==> config.mk <==
export PLATFORM = sky130hd
export DESIGN_NAME = nv_shadow_sram_control
export DESIGN_NICKNAME = d
export VERILOG_FILES = /design/src/common/nv_host_pkg.sv /design/src/rtl/nv_shadow_sram_control.sv /design/src/rtl/pin_sync.sv
export SDC_FILE = /design/constraint.sdc
export NUM_CORES = 1
export LEC_CHECK = 0
export ABC_AREA = 0
export ABC_CLOCK_PERIOD_IN_PS = 2850
export BUFFER_PORTS_ARGS = -buffer_cell sky130_fd_sc_hd__buf_2
export CAP_MARGIN = 30
export CORE_MARGIN = 8
export CORE_UTILIZATION = 46
export CTS_CLUSTER_DIAMETER = 80
export DETAILED_ROUTE_END_ITERATION = 12
export HOLD_SLACK_MARGIN = 0.1
export PLACE_DENSITY = 0.69
export SLEW_MARGIN = 20
export SYNTH_ARGS = -nofsm -noshare
export SYNTH_HDL_FRONTEND = slang
export SYNTH_SLANG_ARGS = --single-unit
==> constraint.sdc <==
create_clock -name core_clk -period 2.85 [get_ports core_clk]
set_input_delay 0.57 -clock core_clk [delete_from_list [all_inputs] [get_ports core_clk]]
set_output_delay 0.57 -clock core_clk [all_outputs]
set_load 0.03 [all_outputs]
==> src/common/nv_host_pkg.sv <==
// Purpose: Shared constants and types for the nonvolatile SRAM host controller.
// Assumes: core_clk at 250 MHz; slowest speed grade of the attached part.
// Notes: Times are kept in their printed units; cycle counts derive from them.
`default_nettype none
package nv_host_pkg;

  localparam int unsigned CLK_PERIOD_PS = 4000;

  // Least times round up to whole cycles, never below one
  function automatic int unsigned ceilCycles(input int unsigned timePs);
    int unsigned n;
    n = (timePs + CLK_PERIOD_PS - 1) / CLK_PERIOD_PS;
    return (n == 0) ? 1 : n;
  endfunction : ceilCycles

  localparam int unsigned ADDR_WIDTH = 13;
  localparam int unsigned DATA_WIDTH = 8;
  localparam int unsigned SEQ_LEN = 6;

  localparam int unsigned READ_ACCESS_NS = 45;
  localparam int unsigned WRITE_PULSE_NS = 30;
  localparam int unsigned SEQ_PULSE_NS = 30;
  localparam int unsigned OUTPUT_OFF_NS = 15;
  localparam int unsigned NV_SAVE_DURATION_MS = 10;
  localparam int unsigned NV_RELOAD_DURATION_US = 20;
  localparam int unsigned POWERUP_RELOAD_DURATION_US = 550;

  localparam int unsigned SYNC_LATENCY = 3;
  localparam int unsigned READ_PULSE_CYCLES = ceilCycles(READ_ACCESS_NS * 1000) + SYNC_LATENCY;
  localparam int unsigned WRITE_PULSE_CYCLES = ceilCycles(WRITE_PULSE_NS * 1000);
  localparam int unsigned SEQ_PULSE_CYCLES = ceilCycles(SEQ_PULSE_NS * 1000);
  localparam int unsigned RECOVER_CYCLES = ceilCycles(OUTPUT_OFF_NS * 1000);
  // Milliseconds in picoseconds overflow 32 bits; scale whole milliseconds instead
  localparam int unsigned NV_SAVE_CYCLES = NV_SAVE_DURATION_MS * ceilCycles(1000000000);
  localparam int unsigned NV_RELOAD_CYCLES = ceilCycles(NV_RELOAD_DURATION_US * 1000000);
  localparam int unsigned POWERUP_RELOAD_CYCLES =
    ceilCycles(POWERUP_RELOAD_DURATION_US * 1000000);

  localparam logic [12:0] SEQ_ADDR_0 = 13'h0000;
  localparam logic [12:0] SEQ_ADDR_1 = 13'h1555;
  localparam logic [12:0] SEQ_ADDR_2 = 13'h0AAA;
  localparam logic [12:0] SEQ_ADDR_3 = 13'h1FFF;
  localparam logic [12:0] SEQ_ADDR_4 = 13'h10F0;
  localparam logic [12:0] SEQ_ADDR_SAVE = 13'h0F0F;
  localparam logic [12:0] SEQ_ADDR_RELOAD = 13'h0F0E;

  typedef enum logic [1:0] {
    OP_READ = 2'b00,
    OP_WRITE = 2'b01,
    OP_SAVE = 2'b10,
    OP_RELOAD = 2'b11
  } op_type;

  typedef struct packed {
    op_type op;
    logic [12:0] addr;
    logic [7:0] data;
  } cmd_type;

  typedef struct packed {
    logic chipEnN;
    logic outEnN;
    logic writeEnN;
    logic [12:0] byteSelectLines;
  } pins_type;

  localparam pins_type PINS_IDLE = '{chipEnN: 1'b1, outEnN: 1'b1, writeEnN: 1'b1,
                                     byteSelectLines: 13'h0000};

endpackage : nv_host_pkg
`default_nettype wire

==> src/rtl/nv_shadow_sram_control.sv <==
// Purpose: Host-side controller driving an asynchronous nonvolatile-shadow SRAM.
// Assumes: Supply-good pin from an external monitor at the trigger level.
// Notes: One command at a time; nonvolatile commands issue the six-read sequence.
// Operation
// - Host keeps the address stable across the whole write.
// - Host frames every sequence read with its own chip-enable pulse.
// - Only reads with write enable high count; output enable may stay high.
// - Keep write or chip enable high when power-up recall ends.
`timescale 1ns/1ps
`default_nettype none
module nv_shadow_sram_control #(
  parameter int unsigned NV_SAVE_CYCLES = nv_host_pkg::NV_SAVE_CYCLES,
  parameter int unsigned NV_RELOAD_CYCLES = nv_host_pkg::NV_RELOAD_CYCLES,
  parameter int unsigned POWERUP_RELOAD_CYCLES = nv_host_pkg::POWERUP_RELOAD_CYCLES
) (
  input wire logic core_clk,
  input wire logic sys_rst,
  input wire logic cmdValid,
  input wire nv_host_pkg::cmd_type cmd,
  output logic cmdReady,
  output logic busy,
  output logic rdValid,
  output logic [7:0] rdData,
  output nv_host_pkg::pins_type memPins,
  output logic [7:0] dataBusLinesOut,
  output logic dataBusLinesOutEnN,
  input wire logic [7:0] dataBusLinesIn,
  input wire logic supplyGood
);

  typedef enum logic [2:0] {
    ST_BOOT = 3'b000,
    ST_IDLE = 3'b001,
    ST_SETUP = 3'b010,
    ST_ACTIVE = 3'b011,
    ST_RECOVER = 3'b100,
    ST_NVWAIT = 3'b101
  } state_type;

  // Address of each step of the nonvolatile sequence
  function automatic logic [12:0] seqAddr(input logic [2:0] step, input logic isSave);
    logic [12:0] a;
    case (step)
      3'h0: a = nv_host_pkg::SEQ_ADDR_0;
      3'h1: a = nv_host_pkg::SEQ_ADDR_1;
      3'h2: a = nv_host_pkg::SEQ_ADDR_2;
      3'h3: a = nv_host_pkg::SEQ_ADDR_3;
      3'h4: a = nv_host_pkg::SEQ_ADDR_4;
      default: a = isSave ? nv_host_pkg::SEQ_ADDR_SAVE : nv_host_pkg::SEQ_ADDR_RELOAD;
    endcase
    return a;
  endfunction : seqAddr

  ////////////////////////////////////////////////////////////////////////////
  // Pin synchronisation
  logic [8:0] syncPins;
  logic pwrOk;
  logic [7:0] syncData;

  pin_sync #(
    .WIDTH(9)
  ) u_pin_sync (
    .core_clk(core_clk),
    .sys_rst(sys_rst),
    .pinIn({supplyGood, dataBusLinesIn}),
    .syncOut(syncPins)
  );

  assign pwrOk = syncPins[8];
  assign syncData = syncPins[7:0];

  ////////////////////////////////////////////////////////////////////////////
  // Access sequencer
  state_type state;
  state_type next_state;
  logic [31:0] cnt;
  logic [31:0] next_cnt;
  nv_host_pkg::cmd_type cur;
  nv_host_pkg::cmd_type next_cur;
  logic [2:0] seqStep;
  logic [2:0] next_seqStep;
  nv_host_pkg::pins_type next_memPins;
  logic [7:0] next_dataBusLinesOut;
  logic next_dataBusLinesOutEnN;
  logic [7:0] next_rdData;
  logic next_rdValid;
  logic isNv;

  assign isNv = cur.op[1];
  // Every command, reads and reloads too, is refused while the supply is low
  assign cmdReady = (state == ST_IDLE) && pwrOk;
  assign busy = (state != ST_IDLE);

  always_comb begin
    next_state = state;
    next_cnt = cnt;
    next_cur = cur;
    next_seqStep = seqStep;
    next_memPins = memPins;
    next_dataBusLinesOut = dataBusLinesOut;
    next_dataBusLinesOutEnN = dataBusLinesOutEnN;
    next_rdData = rdData;
    next_rdValid = 1'b0;
    if (!pwrOk && (state != ST_BOOT)) begin
      // Brown-out: drop everything, the part reloads on recovery
      next_state = ST_BOOT;
      next_memPins = nv_host_pkg::PINS_IDLE;
      next_dataBusLinesOutEnN = 1'b1;
      next_seqStep = 3'h0;
      next_cnt = POWERUP_RELOAD_CYCLES;
    end else begin
      case (state)
        ST_BOOT: begin
          next_memPins = nv_host_pkg::PINS_IDLE;
          if (!pwrOk) begin
            next_cnt = POWERUP_RELOAD_CYCLES;
          end else if (cnt == 32'h0) begin
            next_state = ST_IDLE;
          end else begin
            next_cnt = cnt - 32'h1;
          end
        end
        ST_IDLE: begin
          if (cmdValid && pwrOk) begin
            next_cur = cmd;
            next_seqStep = 3'h0;
            next_state = ST_SETUP;
            if (cmd.op[1]) begin
              next_memPins.byteSelectLines = seqAddr(3'h0, cmd.op == nv_host_pkg::OP_SAVE);
            end else begin
              next_memPins.byteSelectLines = cmd.addr;
            end
            if (cmd.op == nv_host_pkg::OP_WRITE) begin
              next_dataBusLinesOut = cmd.data;
              next_dataBusLinesOutEnN = 1'b0;
            end
          end
        end
        ST_SETUP: begin
          next_memPins.chipEnN = 1'b0;
          next_state = ST_ACTIVE;
          if (cur.op == nv_host_pkg::OP_WRITE) begin
            next_memPins.writeEnN = 1'b0;
            next_cnt = nv_host_pkg::WRITE_PULSE_CYCLES - 1;
          end else if (cur.op == nv_host_pkg::OP_READ) begin
            next_memPins.outEnN = 1'b0;
            next_cnt = nv_host_pkg::READ_PULSE_CYCLES - 1;
          end else begin
            // Sequence reads leave output enable high, no bus contention
            next_cnt = nv_host_pkg::SEQ_PULSE_CYCLES - 1;
          end
        end
        ST_ACTIVE: begin
          if (cnt != 32'h0) begin
            next_cnt = cnt - 32'h1;
          end else begin
            next_memPins.chipEnN = 1'b1;
            next_memPins.writeEnN = 1'b1;
            next_memPins.outEnN = 1'b1;
            next_cnt = nv_host_pkg::RECOVER_CYCLES - 1;
            next_state = ST_RECOVER;
            if (cur.op == nv_host_pkg::OP_READ) begin
              next_rdData = syncData;
              next_rdValid = 1'b1;
            end
          end
        end
        ST_RECOVER: begin
          // Drive held one cycle past write end for data hold
          next_dataBusLinesOutEnN = 1'b1;
          if (cnt != 32'h0) begin
            next_cnt = cnt - 32'h1;
          end else if (!isNv) begin
            next_state = ST_IDLE;
          end else if (seqStep == 3'(nv_host_pkg::SEQ_LEN - 1)) begin
            next_seqStep = 3'h0;
            next_state = ST_NVWAIT;
            // Save runs every time, dirty or not
            next_cnt = (cur.op == nv_host_pkg::OP_SAVE) ? NV_SAVE_CYCLES : NV_RELOAD_CYCLES;
          end else begin
            // No other access may slip in between steps
            next_seqStep = seqStep + 3'h1;
            next_memPins.byteSelectLines =
              seqAddr(seqStep + 3'h1, cur.op == nv_host_pkg::OP_SAVE);
            next_state = ST_SETUP;
          end
        end
        ST_NVWAIT: begin
          // Part ignores all pins until the operation completes
          if (cnt == 32'h0) begin
            next_state = ST_IDLE;
          end else begin
            next_cnt = cnt - 32'h1;
          end
        end
        default: begin
          next_state = ST_BOOT;
          next_memPins = nv_host_pkg::PINS_IDLE;
          next_cnt = POWERUP_RELOAD_CYCLES;
        end
      endcase
    end
  end

  always_ff @(posedge core_clk) begin
    if (sys_rst) begin
      state <= ST_BOOT;
      cnt <= POWERUP_RELOAD_CYCLES;
      cur <= '0;
      seqStep <= 3'h0;
      memPins <= nv_host_pkg::PINS_IDLE;
      dataBusLinesOut <= 8'h00;
      dataBusLinesOutEnN <= 1'b1;
      rdData <= 8'h00;
      rdValid <= 1'b0;
    end else begin
      state <= next_state;
      cnt <= next_cnt;
      cur <= next_cur;
      seqStep <= next_seqStep;
      memPins <= next_memPins;
      dataBusLinesOut <= next_dataBusLinesOut;
      dataBusLinesOutEnN <= next_dataBusLinesOutEnN;
      rdData <= next_rdData;
      rdValid <= next_rdValid;
    end
  end

endmodule : nv_shadow_sram_control
`default_nettype wire

==> src/rtl/pin_sync.sv <==
// Purpose: Three-stage synchroniser for pin inputs.
// Assumes: Inputs are asynchronous to core_clk.
// Notes: Output follows only when second and third stages agree.
`timescale 1ns/1ps
`default_nettype none
module pin_sync #(
  parameter int unsigned WIDTH = 9
) (
  input wire logic core_clk,
  input wire logic sys_rst,
  input wire logic [WIDTH-1:0] pinIn,
  output logic [WIDTH-1:0] syncOut
);

  logic [WIDTH-1:0] stage1;
  logic [WIDTH-1:0] stage2;
  logic [WIDTH-1:0] stage3;
  logic [WIDTH-1:0] next_syncOut;

  always_comb begin
    next_syncOut = syncOut;
    for (int i = 0; i < WIDTH; i++) begin
      if (stage2[i] == stage3[i]) begin
        next_syncOut[i] = stage3[i];
      end
    end
  end

  always_ff @(posedge core_clk) begin
    if (sys_rst) begin
      stage1 <= '0;
      stage2 <= '0;
      stage3 <= '0;
      syncOut <= '0;
    end else begin
      stage1 <= pinIn;
      stage2 <= stage1;
      stage3 <= stage2;
      syncOut <= next_syncOut;
    end
  end

endmodule : pin_sync
`default_nettype wire

==> reports/qor.txt <==
syn_nets: 676
GPL Wtd Cong: 0.924
RSZ-0062 raised after global routing: false
clock sinks: 110
WL met3: 1150 um
htree depth: 3
Worst-path clk slew: 0.12 ns
hold crit path type: primary input to register
number of placement rows: 38
CP Launch Type: register
Initial Util: 47.5%
wl on met1: 6720 um
NumNets Final: 768
initial antenna violation count: 0
post-synth cell types: 62
Diodes inserted: 0
critical path class: register to register
drt wl/cell: 17.4 um
DIE HEIGHT: 122 um
drt pass-1 iters: 5
post-CTS setup buffer count: 0
hold buffers post-CTS: 0
reg-to-reg slack, setup: 0.10 ns
CTS tree: done
first-pass GRT wire length: 24,100 um
final setup TNS: 0 ns
hpwl dp: 11,100 um
Max-cap violations: 0
Hold Startpoint: supplyGood
RR Startpoint: cnt[25]
DP Area: 5910 um^2
layout cells sized above 1: 20.6%
vias in the first global route: 4,785
Reg2Reg Depth: 7
mean post-synth cell area: 8.13 um^2
Non-Filler Instances: 873
Worst VDD drop: 0.460 mV
CP endpoint kind: register
status: complete, no violations
area grow syn2layout: 18.4%
P_leak: 2.32 nW
setup ws final: 0.104 ns
Slew @ Worst Pin: 0.965 ns
drt via density: 5.81
vias: 5,072
Worst Hold Endpoint: u_pin_sync.stage1[8]
die area: 14,900 um^2
drt drc: 0
Post-Place Cells: 856
Met2 Wirelength: 7100 um
Worst-Skew Late Latency: 0.40 ns
Bufs on Longest Clock Path: 2
I/O Pins: 71
final wirelength: 15,200 um
Final min period: 2.75 ns
fmax: 0.364 GHz
worst-path fanout max: 22
ys flop type: dfxtp_1
die width: 122 um
setup violators final: 0
ANT nets after route: 0
largest net degree at the start of global routing: 56
Post-Syn Instances: 636
GRT overflow: 0
sequential area share after synthesis: 42.6%
core area: 10,900 um^2
Global Route Usage Sum: 20.2%
drt initial violations: 510
CP required: 3.17 ns
I/O Buffers: 70
worst slack, placed: 0.104 ns
hold path cells: 2
CTS root buffer: clkbuf_8
Ys Warns: 0
Mapped Area: 5170 um^2
PD cells: 419 nW/um^2
relative slew slack: 35.7%
Top Metal Used: met4
clk_skew: 0.0167 ns
Final Slew Violations: 0
r2r endpoint: cnt[4]
Post-synth EDFFs: 0
final count of hold timing violations: 0
post-route design area: 6120 um^2
CP Data Arrival Time: 3.07 ns
period utilisation layout: 96.3%
CTS Buf Count: 9
fraction of registers with async set/reset: 0%
Seq cells post-synth: 110
cell families after synthesis:
logic type                 Yosys count  share of synthesized area (%)
xor gates and xnor gates            11                           1.86
muxes                                9                           1.74
adders and majority gates            5                           1.21
and+or+nand+nor                    270                           25.9
DFF                                110                           42.6
AOI/OAI and AO/OA                  181                           22.6
buffers and inverters               50                           4.04
state kept, by name, summed over array words and instances, names as in the netlist, 8 cells and up:
register            count
dataBusLinesOut         8
u_pin_sync.stage3       9
u_pin_sync.stage2       9
memPins                16
u_pin_sync.stage1       9
u_pin_sync.syncOut      9
cnt                    32
rdData                  8
cell usage after synthesis (7+ instances only):
library cell / n / share of area, %
o21ai_0: 37 / 3.6
dfxtp_1: 110 / 43
nor2b_1: 32 / 3.9
or3_1: 10 / 1.2
mux2i_1: 9 / 1.7
a211oi_1: 7 / 1.0
nor4_1: 14 / 1.7
nor3b_1: 7 / 1.0
a31oi_1: 8 / 0.97
a311oi_1: 11 / 1.9
a21oi_1: 61 / 5.9
clkbuf_1: 28 / 2.0
nand2_1: 61 / 4.4
nand3_1: 29 / 2.8
inv_1: 11 / 0.80
nor3_1: 13 / 1.3
nor2_1: 74 / 5.4
worst max path at each step:
stage                       start       to  slack [ns]  depth (start not counted)
after floorplan           cnt[24]  cnt[12]        0.13                          7
after global placement     cnt[0]  cnt[13]        0.17                          9
after detailed placement  cnt[25]  cnt[25]        0.10                          7
after CTS                 cnt[25]  cnt[27]        0.08                          7
after global routing      cnt[25]  cnt[12]        0.02                          6
final                     cnt[25]   cnt[4]        0.10                          7
where the power goes:
part	internal, mW	total, mW	switching [mW]
logic	0.0344	0.0723	0.0379
clock network	0.340	0.933	0.594
registers	1.55	1.56	0.00615
critical path, stage by stage (launching register included):
cell and delay [ns]:
dfxtp_1 0.36, or4_4 0.54, or4_4 0.47, or4_4 0.58, buf_6 0.19, a221oi_2 0.30, nor2_1 0.08, o22ai_1 0.14
metrics by stage:
| step | hold slack (ns) | utilization, % | total power [mW] |
|---|---|---|---|
| 5_1_grt | 0.348 | 56.2 | 2.67 |
| 2_1_floorplan | 0.414 | - | 1.63 |
| 3_5_place_dp | 0.424 | 54.3 | 1.67 |
| 3_3_place_gp | 0.416 | 54.3 | 1.66 |
| 6_report | 0.373 | 56.2 | 2.56 |
| 4_1_cts | 0.356 | 56.0 | 2.59 |
area by class of cell:
type | count | area [um^2]
Clock buffer | 9 | 124
Inverter | 12 | 45.0
Multi-Input combinational cell | 477 | 2800
Fill cell | 1036 | 4770
Tap cell | 140 | 175
Timing Repair Buffer | 118 | 714
Clock inverter | 7 | 63.8
Sequential cell | 110 | 2200
placed cells by master, fill, tap and decap left out, types with 5 or more instances in the layout:
cell      instances
nor3_1           13
nand4_1           7
a211oi_1          7
o21ai_0          37
a311oi_1         11
xnor2_1           5
a22o_1            6
nor3b_1           7
nor2_1           74
clkbuf_8          9
ha_1              5
nand3_1          29
nor2b_1          32
a31oi_1           8
a21oi_1          59
nand2_1          61
buf_2            70
dfxtp_1         110
buf_4            47
mux2i_1           9
or3_1            10
inv_1            11
o211ai_1          6
xor2_1            6
nor4_1           12
and3_1            5
nand2b_1          6
metal layers:
layer	vias up	GRT usage [%]
met4	0	5.40
met3	14	6.48
met1	2388	26.3
met5	-	0
li1	2498	-
met2	172	31.7
repair_timing:
action                                 in CTS  in global routing
endpoints found under the hold margin       0                  0
resized for setup                           0                  4
setup endpoints to repair                   0                 10
(Power assumes the default switching activity.)
